## config.mk

```make
export PLATFORM = sky130hd
export DESIGN_NAME = mul_datapath
export DESIGN_NICKNAME = d
export VERILOG_FILES = /design/src/hw/mul_pkg.sv /design/src/hw/operand_addr_if.sv /design/src/hw/mul_datapath.sv /design/src/hw/operand_addr_former.sv
export SDC_FILE = /design/constraint.sdc
export NUM_CORES = 1
export LEC_CHECK = 0
export BUFFER_PORTS_ARGS = -buffer_cell sky130_fd_sc_hd__buf_4
export CAP_MARGIN = 40
export CORE_MARGIN = 3
export CORE_UTILIZATION = 62
export DETAILED_ROUTE_END_ITERATION = 10
export GPL_TIMING_DRIVEN = 1
export HOLD_SLACK_MARGIN = 0.12
export PLACE_DENSITY = 0.95
export SYNTH_ARGS = -nofsm -noshare
export SYNTH_HDL_FRONTEND = slang
export SYNTH_SLANG_ARGS = --single-unit
```

## constraint.sdc

```tcl
create_clock -name clk -period 5.01 [get_ports clk]
set_clock_uncertainty 0.15 [all_clocks]
set_input_delay 1.2525 -clock clk [delete_from_list [all_inputs] [get_ports clk]]
set_output_delay 1.2525 -clock clk [all_outputs]
set_load 0.005 [all_outputs]
```

## src/hw/mul_pkg.sv

```systemverilog
// Purpose: shared constants and types for the unsigned multiply datapath
// Assumes: 8-bit core, 12-bit data address, one-word instruction
// Notes: one core clock per quarter phase
package mul_pkg;
    localparam int          DATA_W        = 8;
    localparam int          ADDR_W        = 12;
    localparam int          OPCODE_W      = 16;
    localparam int          OPC_POS       = 9;
    localparam logic [6:0]  OPC_MATCH     = 7'h01;
    localparam int          BANK_MODE_POS = 8;
    localparam logic [7:0]  ACCESS_LIMIT  = 8'h5f;
    localparam logic [3:0]  ACCESS_LOW    = 4'h0;
    localparam logic [3:0]  ACCESS_HIGH   = 4'hf;
    localparam logic [7:0]  PRODUCT_RESET = 8'h00;
    localparam logic [11:0] ADDR_RESET    = 12'h000;

    typedef enum logic [1:0] {q1, q2, q3, q4} phase_t;
endpackage : mul_pkg

```

## src/hw/operand_addr_if.sv

```systemverilog
// Purpose: carries operand address request and result between modules
// Assumes: combinational use within one clock
// Notes: former side drives the address
`timescale 1ns/10ps
`default_nettype none
interface operand_addr_if;
    logic [7:0]  f;
    logic        bank_mode;
    logic [3:0]  bank_select_pointer;
    logic        ext_en;
    logic [11:0] index_base;
    logic [11:0] addr;
    logic        indexed;

    modport req    (output f, bank_mode, bank_select_pointer, ext_en, index_base,
                    input  addr, indexed);
    modport former (input  f, bank_mode, bank_select_pointer, ext_en, index_base,
                    output addr, indexed);
endinterface : operand_addr_if
`default_nettype wire

```

## src/hw/mul_datapath.sv

```systemverilog
// Purpose: execution datapath of the multiply_accumulator_by_file instruction
// Assumes: data memory answers a read in the same cycle
// Notes: one core clock per quarter phase
// Operation
// (RULE1) Multiply the working register by the addressed byte, both unsigned 8-bit.
// (RULE2) Write the whole 16-bit product to the product pair without truncation.
// (RULE3) Upper product byte goes to the high register, lower byte to the low register.
// (RULE4) Neither the working register nor the memory byte is written.
// (RULE5) No status flag changes, not even zero on a zero product.
// (RULE6) Carry and overflow are never reported.
// (RULE7) With bank mode bit 0 the operand goes through the access bank.
// (RULE8) With bank mode bit 1 the bank select pointer picks the register bank.
// (RULE9) Bank mode 0, extended set on and address up to 95 use indexed literal offset.
// (RULE10) One word, one cycle: decode Q1, read Q2, compute Q3, write products Q4.
`timescale 1ns/10ps
`default_nettype none
module mul_datapath
(
    // clock and reset
    input  wire logic        clk,
    input  wire logic        resetn,
    // instruction issue
    input  wire logic        issue,
    input  wire logic [15:0] opcode,
    // core state
    input  wire logic [7:0]  w_value,
    input  wire logic [3:0]  bank_select_pointer,
    input  wire logic        ext_en,
    input  wire logic [11:0] index_base,
    // data memory
    output logic      [11:0] mem_addr,
    output logic             mem_rd,
    input  wire logic [7:0]  mem_rdata,
    output logic             mem_we,
    // results
    output logic [7:0]       product_high_byte,
    output logic [7:0]       product_low_byte,
    output logic             product_we,
    output logic             w_we,
    output logic             status_we,
    output logic             indexed_mode,
    output logic             phase_q1
);
    function automatic logic [15:0] umul8(input logic [7:0] a, input logic [7:0] b);
        umul8 = 16'(a) * 16'(b);
    endfunction : umul8

    logic             rst_meta;
    logic             rst_n;
    mul_pkg::phase_t  phase;
    logic             take;
    logic             in_q3;
    logic [7:0]       w_cap;
    logic [7:0]       op_cap;
    logic [15:0]      next_product;

    operand_addr_if addr_bus ();

    // reset release
    always_ff @(posedge clk or negedge resetn)
    begin
        if (!resetn)
        begin
            rst_meta <= 1'b0;
            rst_n    <= 1'b0;
        end
        else
        begin
            rst_meta <= 1'b1;
            rst_n    <= rst_meta;
        end
    end

    // quarter phase sequencer
    always_ff @(posedge clk or negedge rst_n)
    begin
        if (!rst_n)
            phase <= mul_pkg::q1;
        else
        begin
            unique case (phase)
                mul_pkg::q1: phase <= mul_pkg::q2;
                mul_pkg::q2: phase <= mul_pkg::q3;
                mul_pkg::q3: phase <= mul_pkg::q4;
                mul_pkg::q4: phase <= mul_pkg::q1;
            endcase
        end
    end

    assign phase_q1 = (phase == mul_pkg::q1);
    // decode in q1
    assign take = issue && phase_q1
                  && (opcode[15:mul_pkg::OPC_POS] == mul_pkg::OPC_MATCH);    // [RULE10]

    assign addr_bus.f                   = opcode[7:0];
    assign addr_bus.bank_mode           = opcode[mul_pkg::BANK_MODE_POS];
    assign addr_bus.bank_select_pointer = bank_select_pointer;
    assign addr_bus.ext_en              = ext_en;
    assign addr_bus.index_base          = index_base;

    operand_addr_former u_former
    (
        .port (addr_bus.former)
    );

    // operand address and read strobe
    always_ff @(posedge clk or negedge rst_n)
    begin
        if (!rst_n)
        begin
            mem_addr     <= mul_pkg::ADDR_RESET;
            mem_rd       <= 1'b0;
            indexed_mode <= 1'b0;
        end
        else
        begin
            mem_rd <= take;                                                  // [RULE10]
            if (take)
            begin
                mem_addr     <= addr_bus.addr;                               // [RULE7] [RULE8]
                indexed_mode <= addr_bus.indexed;                            // [RULE9]
            end
        end
    end

    // operand capture in q2
    always_ff @(posedge clk or negedge rst_n)
    begin
        if (!rst_n)
        begin
            w_cap  <= 8'h00;
            op_cap <= 8'h00;
            in_q3  <= 1'b0;
        end
        else
        begin
            in_q3 <= mem_rd;
            if (mem_rd)
            begin
                w_cap  <= w_value;
                op_cap <= mem_rdata;
            end
        end
    end

    // compute in q3
    assign next_product = umul8(w_cap, op_cap);                              // [RULE1]

    // product write in q4
    always_ff @(posedge clk or negedge rst_n)
    begin
        if (!rst_n)
        begin
            product_high_byte <= mul_pkg::PRODUCT_RESET;
            product_low_byte  <= mul_pkg::PRODUCT_RESET;
            product_we        <= 1'b0;
        end
        else
        begin
            product_we <= in_q3;                                             // [RULE10]
            if (in_q3)
            begin
                product_high_byte <= next_product[15:8];                     // [RULE2] [RULE3]
                product_low_byte  <= next_product[7:0];                      // [RULE2] [RULE3]
            end
        end
    end

    // sources and flags never written
    assign w_we      = 1'b0;                                                 // [RULE4]
    assign mem_we    = 1'b0;                                                 // [RULE4]
    assign status_we = 1'b0;                                                 // [RULE5] [RULE6]
endmodule : mul_datapath
`default_nettype wire

```

## src/hw/operand_addr_former.sv

```systemverilog
// Purpose: forms the 12-bit data address of the file operand
// Assumes: inputs are stable during the decode phase
// Notes: purely combinational
`timescale 1ns/10ps
`default_nettype none
module operand_addr_former
(
    // address request
    operand_addr_if.former port
);
    always_comb
    begin
        port.indexed = 1'b0;
        if (port.bank_mode)
        begin
            // banked general purpose space
            port.addr = {port.bank_select_pointer, port.f};                  // [RULE8]
        end
        else if (port.ext_en && (port.f <= mul_pkg::ACCESS_LIMIT))
        begin
            // indexed literal offset
            port.indexed = 1'b1;
            port.addr    = 12'(port.index_base + {4'h0, port.f});            // [RULE9]
        end
        else if (port.f <= mul_pkg::ACCESS_LIMIT)
        begin
            port.addr = {mul_pkg::ACCESS_LOW, port.f};                       // [RULE7]
        end
        else
        begin
            port.addr = {mul_pkg::ACCESS_HIGH, port.f};                      // [RULE7]
        end
    end
endmodule : operand_addr_former
`default_nettype wire

```

==> results.cfg <==
[routing]
drc = 0
drt_pass1_iterations = 4
highest_layer = met4
wl_met1_mm = 3.97
met2_length_mm = 5.92
final_antenna_net_count = 0
drt-total-wl_mm = 10.9
vias = 3886
routedWlPerCell_microns = 16.2
routed_via_density = 5.76
drtIter0Drc = 174
routed-wl-met3_microns = 563

[critical_path]
r2r-end = product_high_byte[6]$_DFFE_PN0P_
reg2reg_depth = 13
crit_slowest_cell = fa_1
crit_fanout = 9
crit_chain = and2_1 > fa_1 > fa_1 > fa_1 > inv_1 > fa_1 > inv_1 > ha_1 > a21oi_1 > o21ai_0 > a21oi_1 > a21boi_0 > o22ai_1
critical_path.most_common_cell = fa_1
cp.buffers_inverters = 2
cp-end-kind = flip-flop
arrival_ns = 4.55
crit-reg2reg-launch = op_cap[7]$_DFFE_PN0P_
reg2reg_slack_ns = 0.50
required_ns = 5.06
crit_family = adder cells
max_stage_delay_ns = 0.55
criticalPathCategory = reg -> reg
worst_setup_path_start_kind = flip-flop

[final_layout]
fin_nets = 710
layout-drive-gt1-share_pct = 22.0
antenna_cells = 0
layout.cells.non_filler = 675
areaGrowthSynthToFinish_pct = 18.4

[placement]
hpwl_mm = 8.79
place_ws_ns = 0.529
port_buffers = 83
dp.cells = 664
gp_congestion = 0.882

[timing]
layout_setup_ws_ns = 0.505
final_hold_viol_count = 0
maxSlewViolCount = 0
fin_crit_sh_pct = 89.9
max_freq_ghz = 0.222
fin_tns_setup_ns = 0
maxSlewHeadroom_pct = 42.3
finalCriticalPeriod_ns = 4.51
final-setup-viol-count = 0
tightest_slew_ns = 0.866
rsz0062_at_grt = no

[floorplanning]
pin_count = 87
dieArea_sq_mm = 0.00871
start_util_pct = 64.5
core_sq_mm = 0.00733
die_x_microns = 93.3
fp.dieH_microns = 93.3
rows = 31

[cts]
clkTransAtPathRegs_ns = 0.11
clockRootBuffer = clkbuf_8
cts_max_path_buffers = 2
clock_sinks = 52
cts-htree-levels = 2
cts_tree = yes
cts_made_buffers = 5
worstSkewPairLatency_ns = 0.32
post-cts-setup-buffers = 0

[yosys]
synth_edf_count = 0
syn_area_sq_mm = 0.00473
syn_avg_cell_area_sq_um = 9.55
synth_cells = 495
ys_async_sr_fraction_pct = 100
synthFlopType = dfrtp_1
ys_warn_count = 0
synth-seq-cells = 52
ys_types = 55
yosysSeqAreaShare_pct = 27.5

[hold_path]
hold_start = rst_meta$_DFF_PN0_
timing.hold.worst_path_depth = 0
min_to = rst_n$_DFF_PN0_
holdCritPathClass = reg -> reg

[pwr]
ir_drop_mv = 0.117
p_leak_uw = 0.00295
power.density_mw_per_mm2 = 164

[status]
status = finished, final reports clean

[grt]
grt_pass1_vias = 4114
grt_pass1_wl_mm = 18.5
grt_usage_pct = 26.6
grt-ovfl-total = 0
grt_antenna_before_repair = 0
grt_max_degree = 33

[run]
maxCapViolations = 0
## cells by family after synthesis
logic type | share of synthesized area, %
other | 0.159
AO/OA/AOI/OAI | 12.3
flip-flops | 27.5
XOR/XNOR | 1.48
buffers and inverters | 7.17
AND/OR/NAND/NOR | 17.6
multiplexers | 5.93
adder cells (fa/ha/maj) | 27.9
## repair_timing
action,CTS,global route
hold buffers,2,0
endpoints found under the setup margin,0,0
resized for setup,0,0
endpoints found under the hold margin,18,0
## cell usage in the layout (no fill, tap or decap), drive strengths merged, types with 20 or more instances in the layout
master and count:
a21oi 27, dfrtp 52, fa 37, inv 67, and2 54, nor2 20, ha 46, buf 86
nand2 34, mux2 24
## cell type report
class                   count  area [sq um]
multi-input cells         361          3090
fillers                   511          1740
flip-flops and latches     52          1300
repair buffers             88           686
inverters                  67           251
well taps                  99           124
clock buffers               5          68.8
clock inverters             3          68.8
## metal layers
metal,GRT usage (%),up-vias
li1,-,1812
met1,30.7,1890
met2,47.9,143
met3,4.26,41
met4,12.3,0
met5,0,-
## synthesized netlist by cell type (2+ instances only)
library cell | n | area (sq um)
a211o_1 | 2 | 17.5
a211oi_1 | 5 | 37.5
a21boi_0 | 2 | 15.0
a21o_1 | 6 | 45.0
a21oi_1 | 27 | 135
a31oi_1 | 5 | 31.3
and2_1 | 54 | 338
and3_1 | 2 | 12.5
buf_4 | 4 | 30.0
clkbuf_1 | 10 | 37.5
conb_1 | 2 | 7.51
dfrtp_1 | 52 | 1300
fa_1 | 37 | 741
ha_1 | 46 | 576
inv_1 | 66 | 248
mux2_2 | 24 | 270
nand2_1 | 32 | 120
nand2_2 | 2 | 12.5
nand2b_1 | 4 | 25.0
nand3_1 | 10 | 50.1
nand4_1 | 5 | 31.3
nor2_1 | 20 | 75.1
nor2b_1 | 3 | 18.8
nor3_1 | 9 | 45.0
o211ai_1 | 3 | 22.5
o21a_1 | 6 | 45.0
o21ai_0 | 17 | 85.1
o221ai_1 | 2 | 17.5
o22ai_1 | 2 | 12.5
o31a_1 | 2 | 17.5
o31ai_1 | 2 | 15.0
or3_1 | 3 | 18.8
xnor2_1 | 6 | 52.6
xor2_1 | 2 | 17.5
## worst register-to-register path, cell delays in order (launching register included)
cell and delay (ns):
dfrtp_1 0.48, and2_1 0.22, fa_1 0.51, fa_1 0.53, fa_1 0.55, inv_1 0.05
fa_1 0.53, inv_1 0.05, ha_1 0.38, a21oi_1 0.25, o21ai_0 0.23, a21oi_1 0.17
a21boi_0 0.19, o22ai_1 0.11
## report_power, final
part	internal (uW)	switching, uW	leakage, uW	total, uW
Clock	201	151	0.0000687	352
Sequential	429	9.78	0.000679	438
Combinational	66.0	62.5	0.00220	129
## worst max-delay path by stage
stage                     cells after the start             startpoint                                to  slack (ns)
after floorplan                              14  op_cap[7]$_DFFE_PN0P_  product_high_byte[6]$_DFFE_PN0P_        0.77
after global placement                       13  op_cap[7]$_DFFE_PN0P_  product_high_byte[6]$_DFFE_PN0P_        0.64
after detailed placement                     13  op_cap[7]$_DFFE_PN0P_  product_high_byte[6]$_DFFE_PN0P_        0.53
after CTS                                    13  op_cap[7]$_DFFE_PN0P_  product_high_byte[6]$_DFFE_PN0P_        0.51
after global routing                         13  op_cap[7]$_DFFE_PN0P_  product_high_byte[6]$_DFFE_PN0P_        0.22
final                                        13  op_cap[7]$_DFFE_PN0P_  product_high_byte[6]$_DFFE_PN0P_        0.50
## per-stage QoR
stage / hold WS [ns] / utilization (%) / cell area (sq um) / total power (uW)
3_5_place_dp: 0.0789 / 74.0 / 5420 / 573
3_3_place_gp: 0.187 / 73.7 / 5400 / 566
2_1_floorplan: 0.181 / - / 4730 / 510
6_report: 0.220 / 76.3 / 5590 / 919
5_1_grt: 0.241 / 76.3 / 5590 / 956
4_1_cts: 0.217 / 76.1 / 5580 / 922
## registers in the layout, summed over array words and instances (netlist names)
register,flops
op_cap,8
rst_n,1
indexed_mode,1
in_q3,1
mem_addr,12
mem_rd,1
product_high_byte,8
product_we,1
phase,2
w_cap,8
product_low_byte,8
rst_meta,1
No activity file was read; power rests on OpenSTA's default activity.
